--- config.mk ---
export PLATFORM = sky130hd
export DESIGN_NAME = acq_trigger_bank
export DESIGN_NICKNAME = d
export VERILOG_FILES = /design/src/rtl/acq_trigger_pkg.sv /design/src/rtl/led_delay_if.sv /design/src/rtl/acq_trigger_bank.sv /design/src/rtl/led_delay_stage.sv
export VERILOG_INCLUDE_DIRS = /design/src /design/src/rtl
export SDC_FILE = /design/constraint.sdc
export NUM_CORES = 1
export LEC_CHECK = 0
export BUFFER_PORTS_ARGS = -buffer_cell sky130_fd_sc_hd__buf_4
export CORE_MARGIN = 1.5
export CORE_UTILIZATION = 53
export DETAILED_ROUTE_END_ITERATION = 7
export GPL_ROUTABILITY_DRIVEN = 1
export PLACE_DENSITY_LB_ADDON = 0.1
export SYNTH_ARGS = -nofsm -noshare
export SYNTH_HDL_FRONTEND = slang
export SYNTH_SLANG_ARGS = --single-unit
export TNS_END_PERCENT = 10
--- constraint.sdc ---
create_clock -name sys_clk -period 1.7 [get_ports sys_clk]
set_input_delay 0.085 -clock sys_clk [delete_from_list [all_inputs] [get_ports sys_clk]]
set_output_delay 0.085 -clock sys_clk [all_outputs]
set_load 0.01 [all_outputs]
--- src/rtl/acq_trigger_params.svh ---
// Register locations, field positions and reset values of the trigger block.
`ifndef ACQ_TRIGGER_PARAMS_SVH
`define ACQ_TRIGGER_PARAMS_SVH

`define ADDR_READOUT_STATUS 8'h55
`define ADDR_TRIGGER_CTRL 8'h58
`define ADDR_FINE_DELAY_LO 8'h71
`define ADDR_FINE_DELAY_HI 8'h72
`define ADDR_COARSE_DELAY 8'h73

`define BIT_DATA_READY 7
`define BIT_SHUTTER_RELEASE 0
`define BIT_MULTI_FRAME 1
`define BIT_DELAY_PATH_EN 2

`define RST_TRIGGER_CTRL 8'h00
`define RST_FINE_DELAY_LO 8'h00
`define RST_FINE_DELAY_HI 8'h00
`define RST_COARSE_DELAY 8'h00
`define READ_UNMAPPED 8'h00

`define FINE_DELAY_BITS 10
`define COARSE_DELAY_BITS 6
`define FINE_DELAY_MAX 10'h31F
`define COARSE_DELAY_MAX 6'h31
`define FINE_STEP_PS 10
`define COARSE_STEP_NS 2

`endif

--- src/rtl/acq_trigger_pkg.sv ---
// Types shared by the trigger block files.
package acq_trigger_pkg;
	typedef logic [7:0] byte_t;

	typedef enum logic [0:0] {
		ACQ_IDLE = 1'b0,
		ACQ_RUN = 1'b1
	} acq_state_t;
endpackage

--- src/rtl/led_delay_if.sv ---
// Carrier between the register bank and the LED delay settings stage.
`timescale 1ns/10ps
`default_nettype none
interface led_delay_if;
	logic [9:0] fineSteps;
	logic [5:0] coarseSteps;
	logic pathEnable;
	logic [9:0] effFineSteps;
	logic [5:0] effCoarseSteps;

	modport bank (output fineSteps, output coarseSteps, output pathEnable,
		input effFineSteps, input effCoarseSteps);
	modport stage (input fineSteps, input coarseSteps, input pathEnable,
		output effFineSteps, output effCoarseSteps);
endinterface
`default_nettype wire

--- src/rtl/acq_trigger_bank.sv ---
// Acquisition trigger and LED delay register bank with frame sequencing.
`timescale 1ns/10ps
`default_nettype none
`include "acq_trigger_params.svh"
module acq_trigger_bank (
	// System clock and asynchronous active-low reset.
	input wire logic sys_clk,
	input wire logic reset_n,
	// Host register port: one strobe per transfer, read answer a cycle late.
	input wire logic [7:0] regAddr,
	input wire acq_trigger_pkg::byte_t regWdata,
	input wire logic regWrite,
	input wire logic regRead,
	output acq_trigger_pkg::byte_t regRdata,
	output logic regRvalid,
	// Acquisition core side: status, frame end and the delay-path switch.
	input wire logic dataReady,
	input wire logic [5:0] readoutBytes,
	input wire logic frameDone,
	input wire logic delayPathConfigBit,
	// Sequencer outputs and the effective LED delay-line step codes.
	output logic acqStart,
	output logic acqActive,
	output logic [9:0] ledFineSteps,
	output logic [5:0] ledCoarseSteps
);
	import acq_trigger_pkg::*;

	// Host-visible register contents.
	byte_t trigger_ff;
	byte_t fineLo_ff;
	byte_t fineHi_ff;
	byte_t coarse_ff;
	// Read answer, held until the next read strobe.
	byte_t rdata_ff;
	logic rvalid_ff;
	// Frame sequencer state, its registered outputs and next values.
	logic start_ff;
	logic active_ff;
	acq_state_t state_ff;
	acq_state_t nxt_state;
	logic nxt_start;
	logic autoClear;

	// Fine count bits above the low byte, and the coarse count width.
	localparam int FineHiBits = `FINE_DELAY_BITS - $bits(byte_t);
	localparam int CoarseBits = `COARSE_DELAY_BITS;

	led_delay_if dly ();

	// True when a write strobe targets the given location.
	// Reads never disturb register contents, so only writes are decoded.
	function automatic logic hit(input logic [7:0] a, input logic [7:0] loc);
		hit = regWrite && (a == loc);
	endfunction

	// Only the two documented trigger bits are kept; the rest read zero.
	// Dropping the reserved bits at write time keeps the read path simple.
	function automatic byte_t trigMask(input byte_t d);
		trigMask = 8'h00;
		trigMask[`BIT_SHUTTER_RELEASE] = d[`BIT_SHUTTER_RELEASE];
		trigMask[`BIT_MULTI_FRAME] = d[`BIT_MULTI_FRAME];
	endfunction

	// Frame sequencer: a frame starts when the shutter bit is set and the
	// core is idle; at frame end it restarts only in multi-frame mode.
	// Trigger changes made while a frame runs are only looked at when the
	// core reports the frame end, so a host write can never cut a frame
	// short. The cost is that clearing the trigger lets the running frame
	// finish before the run flag drops.
	always_comb begin
		nxt_state = state_ff;
		nxt_start = 1'b0;
		autoClear = 1'b0;
		unique case (state_ff)
			ACQ_IDLE: begin
				if (trigger_ff[`BIT_SHUTTER_RELEASE]) begin
					nxt_state = ACQ_RUN;
					nxt_start = 1'b1;
					autoClear = !trigger_ff[`BIT_MULTI_FRAME];
				end
			end
			ACQ_RUN: begin
				if (frameDone) begin
					if (trigger_ff[`BIT_SHUTTER_RELEASE] &&
						trigger_ff[`BIT_MULTI_FRAME]) begin
						nxt_start = 1'b1;
					end else begin
						nxt_state = ACQ_IDLE;
					end
				end
			end
		endcase
	end

	// Sequencer state and the one-cycle start pulse. The start pulse is
	// registered so that the acquisition core sees a clean single-cycle
	// request one clock after the sequencer decides to start.
	always_ff @(posedge sys_clk or negedge reset_n) begin
		if (!reset_n) begin
			state_ff <= ACQ_IDLE;
			start_ff <= 1'b0;
		end else begin
			state_ff <= nxt_state;
			start_ff <= nxt_start;
		end
	end

	// Trigger register. A host write in the same cycle as the auto-clear
	// wins, so a fresh trigger from software is never dropped. Only the
	// shutter bit is ever cleared by hardware; the multi-frame select is
	// owned by the host alone and keeps whatever was last written.
	always_ff @(posedge sys_clk or negedge reset_n) begin
		if (!reset_n) begin
			trigger_ff <= `RST_TRIGGER_CTRL;
		end else if (hit(regAddr, `ADDR_TRIGGER_CTRL)) begin
			trigger_ff <= trigMask(regWdata);
		end else if (autoClear) begin
			trigger_ff[`BIT_SHUTTER_RELEASE] <= 1'b0;
		end
	end

	// Delay setting registers; the host keeps the counts in range. Each
	// byte lands as soon as it is written, with no staging, so a host that
	// changes the fine count while the delay path is on will see the new
	// low byte applied one write before the new high byte.
	always_ff @(posedge sys_clk or negedge reset_n) begin
		if (!reset_n) begin
			fineLo_ff <= `RST_FINE_DELAY_LO;
			fineHi_ff <= `RST_FINE_DELAY_HI;
			coarse_ff <= `RST_COARSE_DELAY;
		end else begin
			if (hit(regAddr, `ADDR_FINE_DELAY_LO)) begin
				fineLo_ff <= regWdata;
			end
			if (hit(regAddr, `ADDR_FINE_DELAY_HI)) begin
				fineHi_ff <= regWdata;
			end
			if (hit(regAddr, `ADDR_COARSE_DELAY)) begin
				coarse_ff <= regWdata;
			end
		end
	end

	// Fine count joins the two bytes; unused upper bits are not applied,
	// which relies on the host staying within the supported maximum.
	// The stored upper bits still read back exactly as written.
	assign dly.fineSteps = {fineHi_ff[FineHiBits-1:0], fineLo_ff};
	assign dly.coarseSteps = coarse_ff[CoarseBits-1:0];
	assign dly.pathEnable = delayPathConfigBit;

	// The stage gates the settings with the delay-path switch and holds
	// the codes in flops, so the delay line only ever sees settled values
	// and a path switched off shows zero steps from the next clock edge on.
	led_delay_stage delayStage (
		.sys_clk(sys_clk),
		.reset_n(reset_n),
		.dly(dly)
	);

	// Read decode. Locations that hold nothing answer with zero, so a
	// stray host read never picks up the contents of another register.
	// The status byte is built live from the core's pins at the strobe.
	function automatic byte_t readMux(input logic [7:0] a);
		unique case (a)
			`ADDR_READOUT_STATUS:
				readMux = {dataReady, 1'b0, readoutBytes};
			`ADDR_TRIGGER_CTRL: readMux = trigger_ff;
			`ADDR_FINE_DELAY_LO: readMux = fineLo_ff;
			`ADDR_FINE_DELAY_HI: readMux = fineHi_ff;
			`ADDR_COARSE_DELAY: readMux = coarse_ff;
			default: readMux = `READ_UNMAPPED;
		endcase
	endfunction

	// Read port: the answer is registered and stands one cycle after the
	// strobe. This costs a cycle of latency but keeps the address decode
	// out of the path that the host samples.
	always_ff @(posedge sys_clk or negedge reset_n) begin
		if (!reset_n) begin
			rdata_ff <= `READ_UNMAPPED;
			rvalid_ff <= 1'b0;
		end else begin
			rvalid_ff <= regRead;
			if (regRead) begin
				rdata_ff <= readMux(regAddr);
			end
		end
	end

	// Run flag in its own flop, loaded from the next state, so the output
	// comes straight from a register and carries no decode glitches. It
	// tracks the sequencer state exactly, cycle for cycle.
	always_ff @(posedge sys_clk or negedge reset_n) begin
		if (!reset_n) begin
			active_ff <= 1'b0;
		end else begin
			active_ff <= (nxt_state == ACQ_RUN);
		end
	end

	// Output drivers; every data output comes straight from a register,
	// so the host and the core never see combinational decode glitches.
	assign regRdata = rdata_ff;
	assign regRvalid = rvalid_ff;
	assign acqStart = start_ff;
	assign acqActive = active_ff;
	assign ledFineSteps = dly.effFineSteps;
	assign ledCoarseSteps = dly.effCoarseSteps;
endmodule // acq_trigger_bank
`default_nettype wire

--- src/rtl/led_delay_stage.sv ---
// Registers the effective LED delay-line step codes.
`timescale 1ns/10ps
`default_nettype none
`include "acq_trigger_params.svh"
module led_delay_stage (
	input wire logic sys_clk,
	input wire logic reset_n,
	led_delay_if.stage dly
);
	import acq_trigger_pkg::*;

	logic [9:0] effFine_ff;
	logic [5:0] effCoarse_ff;

	// Settings only reach the delay line while the path is enabled, so a
	// half-programmed value cannot disturb the LED while it is off.
	always_ff @(posedge sys_clk or negedge reset_n) begin
		if (!reset_n) begin
			effFine_ff <= 10'h000;
			effCoarse_ff <= 6'h00;
		end else if (dly.pathEnable) begin
			effFine_ff <= dly.fineSteps;
			effCoarse_ff <= dly.coarseSteps;
		end else begin
			effFine_ff <= 10'h000;
			effCoarse_ff <= 6'h00;
		end
	end

	assign dly.effFineSteps = effFine_ff;
	assign dly.effCoarseSteps = effCoarse_ff;
endmodule // led_delay_stage
`default_nettype wire

==> flow_summary.toml, run 1 <==
[outcome]
outcome = "complete, no violations"

[floorplan]
start_util_pct = 56.61
coreArea_um2 = 4086
die_w_um = 69.07
fp-row-count = 23
die_y_um = 69.07
pin_count = 56
dieArea_um2 = 4771

[clock_tree]
htreeDepth = 2
clock-sinks = 53
cts_made_buffers = 5
clkLatencyLatePin_ns = 0.30
cts_root_buf = "clkbuf_8"
cts_buffer_depth = 2
clk_pin_slew_ns = 0.09
cts_tree = "built"
cts_setup_buffers = 0
hold_buffers = 3
cts_resized = 0

[detailed_routing]
wl_met1_mm = 1.990
route.met2.wl_mm = 2.419
drc = 0
routed_wl_mm = 4.650
first_pass_iters = 4
via_per_inst = 5.421
avgRoutedWirePerCell_um = 16.73
top_layer = "met4"
wl_met3_um = 186
antenna_left = 0
drtIter0Drc = 113
vias = 1507

[synth]
ys_ff_latch = 53
ys_top_cells_by_area = "dfrtp_1 57%, mux2_2 12%, mux2_4 5.2%"
post-synth-top-area-cell = "dfrtp_1"
yosysWarnings = 0
synth_top_area_share_pct = 57.33
avgSynthCellArea_um2 = 13.77
yosysUniqueCellTypes = 33
seq_area_frac_synth_pct = 57.33
synthesis.nets = 197
syn_inst = 168
syn_area_um2 = 2313

[pwr]
p_int_w = 0.001712
switching_share_pct = 23.06
cellPowerDensity_nw_per_um2 = 779.1
combPwrFrac_pct = 10.3
p_switching_w = 0.0005133
power_frac_clock_pct = 30.1
p_seq_share_pct = 59.6
total_power_w = 0.002226
vdd_drop_max_v = 0.0005342
p_leak_nw = 1.439

[worst_setup_path]
required_ns = 1.92
crit_path_start_kind = "primary input"
worstSetupEndpointType = "flop"
cp.arrival_ns = 1.62
path_max_fanout = 13
path_class = "in2reg"

[timing]
max_freq_ghz = 0.7162
worst_pin_slew_ns = 0.6537
setup_violations = 0
finalCritPeriodShare_pct = 82.13
setup_slack_ns = 0.3038
rsz0062_at_grt = "false"
setup-tns-final_ns = 0
finClkSkew_ns = 0.005313
hold_violations = 0
slew_viol_final = 0
period_needed_ns = 1.396
relSlewSlack_pct = 56.42

[cells_and_area]
fin_nets = 256
n_antenna_cell = 0
design_area_um2 = 2856
fillCellCount = 293
area_growth_pct = 23.47
layout-drive-gt1-share_pct = 45.18
fin_util_pct = 69.90

[grt]
grt_max_degree = 54
antenna_found_initial = 0
grt_pass1_wl_mm = 8.162
grt_pass1_vias = 1642
grt_overflow = 0
gr-usage-all-layers_pct = 21.59

[placement]
placed_area_um2 = 2744
dp_hpwl_mm = 3.294
io_buffers = 55
place_ws_ns = 0.09895
gp_congestion = 0.8539

[job]
cap_violations = 0

[hold_path]
hold_path.class = "in2reg"
cell usage after synthesis:
library cell and count:
and4_2 1, clkbuf_1 3, mux2i_1 1, buf_2 2
buf_4 2, a2bb2oi_1 1, nor3b_1 1, and3_4 1
nor2b_1 1, nand3b_4 1, and4b_1 1, a22o_1 10
inv_1 8, a22oi_1 7, nor2_1 3, buf_12 1
nor3_1 1, nor4b_4 1, o22ai_1 6, o21a_1 1
mux2_2 25, o21ai_0 3, dfrtp_1 53, or4b_1 1
nand2_1 2, nand3_1 1, nor4b_2 1, a21boi_0 1
and3b_1 1, a21oi_1 2, mux2_4 8, and2_1 16
buf_6 1
worst max-delay path, stage by stage:
cell and delay (ns):
dlygate4sd3_1 0.53, buf_4 0.18, or4b_1 0.45, a2bb2oi_1 0.21, o22ai_1 0.16
layout by cell type (no fill, tap or decap), types with 2 or more instances in the layout:
master	netlist	routed
clkinv_2	0	2
o21ai_0	3	3
dfrtp_1	53	53
clkbuf_8	0	5
a22o_1	10	10
a22oi_1	7	7
nor2_1	3	3
mux2_2	25	25
buf_4	2	58
mux2_4	8	8
dlygate4sd3_1	0	3
o22ai_1	6	6
inv_1	8	8
a21oi_1	2	2
nand2_1	2	2
and2_1	16	16
power by group through the flow:
stage | Combinational, W | Clock, W | Sequential (W)
2_1_floorplan | 0.0000906 | 0 | 0.00135
3_3_place_gp | 0.000220 | 0 | 0.00135
3_5_place_dp | 0.000227 | 0 | 0.00135
4_1_cts | 0.000233 | 0.000695 | 0.00133
5_1_grt | 0.000252 | 0.000746 | 0.00133
6_report | 0.000230 | 0.000669 | 0.00133
state kept, by name, indices dropped and copies added (netlist names), 2 cells and up:
name	flops
coarse_ff	8
delayStage.dly.effCoarseSteps	6
delayStage.dly.effFineSteps	10
fineHi_ff	8
fineLo_ff	8
regRdata	8
trigger_ff	2
layer usage:
layer / global-route usage [%] / vias to the layer above
li1: - / 719
met1: 27.07 / 747
met2: 36.86 / 34
met3: 4.971 / 7
met4: 7.190 / 0
met5: 0 / -
metrics by stage:
| step | instances | hold WS (ns) |
|---|---|---|
| floorplan | 168 | -0.2106 |
| global placement | 267 | 0.1391 |
| detailed placement | 267 | 0.1573 |
| CTS | 278 | 0.02752 |
| global route | 278 | 0.01419 |
| finish | 278 | 0.03495 |
logic make-up (layout without fill, tap and decap cells):
| logic type | count (synthesis) | in the layout | share of synthesized area (%) |
|---|---|---|---|
| AND/OR/NAND/NOR | 33 | 33 | 10.87 |
| AO/OA/AOI/OAI | 31 | 31 | 9.789 |
| buffers and inverters | 17 | 77 | 4.218 |
| flip-flops | 53 | 53 | 57.33 |
| multiplexers | 34 | 34 | 17.79 |
final timing paths:
| kind | from | endpoint | slack [ns] | cells after the start |
|---|---|---|---|---|
| worst max-delay path | regRead | regRdata[3]$_DFFE_PN0P_ | 0.30 | 5 |
| worst min-delay path | regWdata[2] | fineHi_ff[2]$_DFFE_PN0P_ | 0.03 | 2 |
| worst max register to register | coarse_ff[5]$_DFFE_PN0P_ | regRdata[5]$_DFFE_PN0P_ | 0.43 | 4 |
| worst min register to register | fineLo_ff[7]$_DFFE_PN0P_ | delayStage.dly.effFineSteps[7]$_DFF_PN0_ | 0.51 | 1 |
| max in group asynchronous | reset_n | delayStage.dly.effCoarseSteps[0]$_DFF_PN0_ | 0.92 | 2 |
| min in group asynchronous | reset_n | delayStage.dly.effCoarseSteps[4]$_DFF_PN0_ | 0.35 | 2 |
area by class of cell:
class,count,area (um^2),area share (%)
Clock buffer,6,72.57,2.541
Clock inverter,2,10.01,0.3504
Inverter,8,30.03,1.051
Multi-Input combinational cell,98,889.6,31.14
Sequential cell,53,1326,46.43
Tap cell,50,62.56,2.190
Timing Repair Buffer,61,465.4,16.29
No activity file was read; power rests on OpenSTA's default activity.
==> run 2: changes to the inputs <==
- CORE_UTILIZATION: 53 -> 47
- clock period: 1.7 -> 1.1 ns (I/O delays scaled with it)
==> run 2 against run 1 <==
Final cell count is 18% higher. Combinational power is 99% higher. Power up 61%. Critical path type is now reg2reg. Design area grew 12%. Critical endpoint is now regRdata[4]$_DFFE_PN0P_. The flow now finishes with violations (setup timing). Wire length increased by 7.5%.
==> flow_summary.toml, run 2 (synthesized netlist as in run 1, its figures left out) <==
[outcome]
outcome = "finished, violations left"
failed_checks = "setup timing"

[cells_and_area]
area_growth_pct = 38.51
layout_commonest_cell = "buf_4"
fin_nets = 289
fin_cells = 328
largest_register_ff_count = 10
n_antenna_cell = 0
final_cell_mix = "83 x buf_4, 53 x dfrtp_1, 18 x mux2_2"
layout-drive-gt1-share_pct = 50.96

[placement]
io_buffers = 55
dp_hpwl_mm = 3.660
gp_congestion = 0.7639
dpl.cell_count = 310

[worst_setup_path]
cp_slowest_cell = "dfrtp_1"
rr_worst_depth = 4
crit_chain = "mux2_4 -> a22o_1 -> a22oi_1 -> o22ai_1"
cp_top_family = "compound AO/OA/AOI/OAI gates"
cp.arrival_ns = 1.39
path_class = "reg2reg"
crit_buf_inv = 0
required_ns = 1.26
path_max_fanout = 2
r2r_slack_ns = -0.12
crit_path_start_kind = "flop"
slowest_delay_ns = 0.39
reg2reg_to = "regRdata[4]$_DFFE_PN0P_"
r2r-start = "fineLo_ff[4]$_DFFE_PN0P_"
crit_cells = 4
worstSetupEndpointType = "flop"
crit_end = "regRdata[4]$_DFFE_PN0P_"
crit_start = "fineLo_ff[4]$_DFFE_PN0P_"

[hold_path]
hold_path.class = "in2reg"
hp-start = "regWdata[1]"

[clock_tree]
cts_root_buf = "clkbuf_8"
clock-sinks = 53
clk_pin_slew_ns = 0.09
cts_tree = "built"
clkLatencyLatePin_ns = 0.31
cts_buffer_depth = 2
htreeDepth = 2
cts_made_buffers = 5

[floorplan]
dieArea_um2 = 5352
die_y_um = 73.16
fp-row-count = 25
start_util_pct = 48.98
coreArea_um2 = 4723
die_w_um = 73.16
pin_count = 56

[grt]
grt_overflow = 0
gr-usage-all-layers_pct = 20.11
grt_pass1_vias = 1739
gr-usage-met3_pct = 4.558
grt_max_degree = 54
grt_pass1_wl_mm = 7.990
grtUsageMet1_pct = 23.94
antenna_found_initial = 0
busiest_layer = "met2"
grt_util_met2_pct = 35.45

[timing]
slew_viol_final = 0
finClkSkew_ns = 0.006678
period_needed_ns = 1.224
setup-tns-final_ns = -1.448
worst_pin_slew_ns = 0.6029
hold_violations = 0
rsz0062_at_grt = "true"
holdWs_ns = 0.008861
relSlewSlack_pct = 59.70
finalCritPeriodShare_pct = 111.3
max_freq_ghz = 0.8167
setup_violations = 24
setup_slack_ns = -0.1244

[detailed_routing]
routed_wl_mm = 5.001
vias = 1661
avgRoutedWirePerCell_um = 15.25
via_per_inst = 5.064
antenna_left = 0
drtIter0Drc = 57
drc = 0
first_pass_iters = 4

[pwr]
total_power_w = 0.003581
p_leak_nw = 1.616
cellPowerDensity_nw_per_um2 = 1118
vdd_drop_max_v = 0.0006638

[job]
cap_violations = 0
run 2: changes by cell type in the layout (fill, tap and decap cells not counted), sizes merged:
| cell | before | now |
|---|---|---|
| buf | 58 | 85 |
| clkinvlp | 0 | 2 |
| clkinv | 2 | 0 |
| dlygate4sd3 | 3 | 9 |
run 2: worst min path at each step:
stage	end	slack (ns)	depth (start not counted)
floorplan	acqActive$_DFF_PN0_	-0.24	0
global placement	delayStage.dly.effFineSteps[3]$_DFF_PN0_	0.05	2
detailed placement	delayStage.dly.effCoarseSteps[3]$_DFF_PN0_	0.05	2
CTS	fineHi_ff[1]$_DFFE_PN0P_	0.002	2
global route	fineHi_ff[1]$_DFFE_PN0P_	0.007	2
finish	fineHi_ff[1]$_DFFE_PN0P_	0.009	2
run 2: metal layers:
layer	share of wire [%]	wire length, um
met5	0	0
met4	1.9	95
met3	2.8	142
met2	53	2664
met1	42	2099
run 2: metrics by stage:
| stage | worst slack [ns] | util, % | area [um^2] |
|---|---|---|---|
| detailed placement | -0.4949 | 62.94 | 2973 |
| global placement | -0.4348 | 62.94 | 2973 |
| finish | -0.1244 | 67.84 | 3204 |
| floorplan | -0.2924 | - | 2313 |
| CTS | -0.1459 | 67.21 | 3174 |
| global route | -0.1727 | 67.84 | 3204 |
run 2: report_power, final:
group | internal (W) | leakage, nW | switching (W) | total [W]
combinational | 0.000270 | 0.850 | 0.000188 | 0.000458
clock | 0.000449 | 0.0374 | 0.000627 | 0.00108
sequential | 0.00201 | 0.729 | 0.0000345 | 0.00205
total | 0.00273 | 1.62 | 0.000850 | 0.00358
run 2: worst register-to-register path, delay by kind of cell (launching register included):
family / cells / cell delay (ns)
compound gates: 3 / 0.42
flops: 1 / 0.39
mux: 1 / 0.28
run 2: cell type report:
type	instances	area, um^2
Tap cell	67	83.83
Multi-Input combinational cell	98	932.1
Clock inverter	2	15.01
Sequential cell	53	1326
Fill cell	352	1519
Clock buffer	6	72.57
Inverter	8	30.03
Timing Repair Buffer	94	744.5
run 2: what timing repair did:
item,CTS,global route
endpoints found under the setup margin,32,32
setup buffers,1,0
endpoints found under the hold margin,68,0
pin swaps,6,2
hold buffers,9,0
resized for setup,5,7
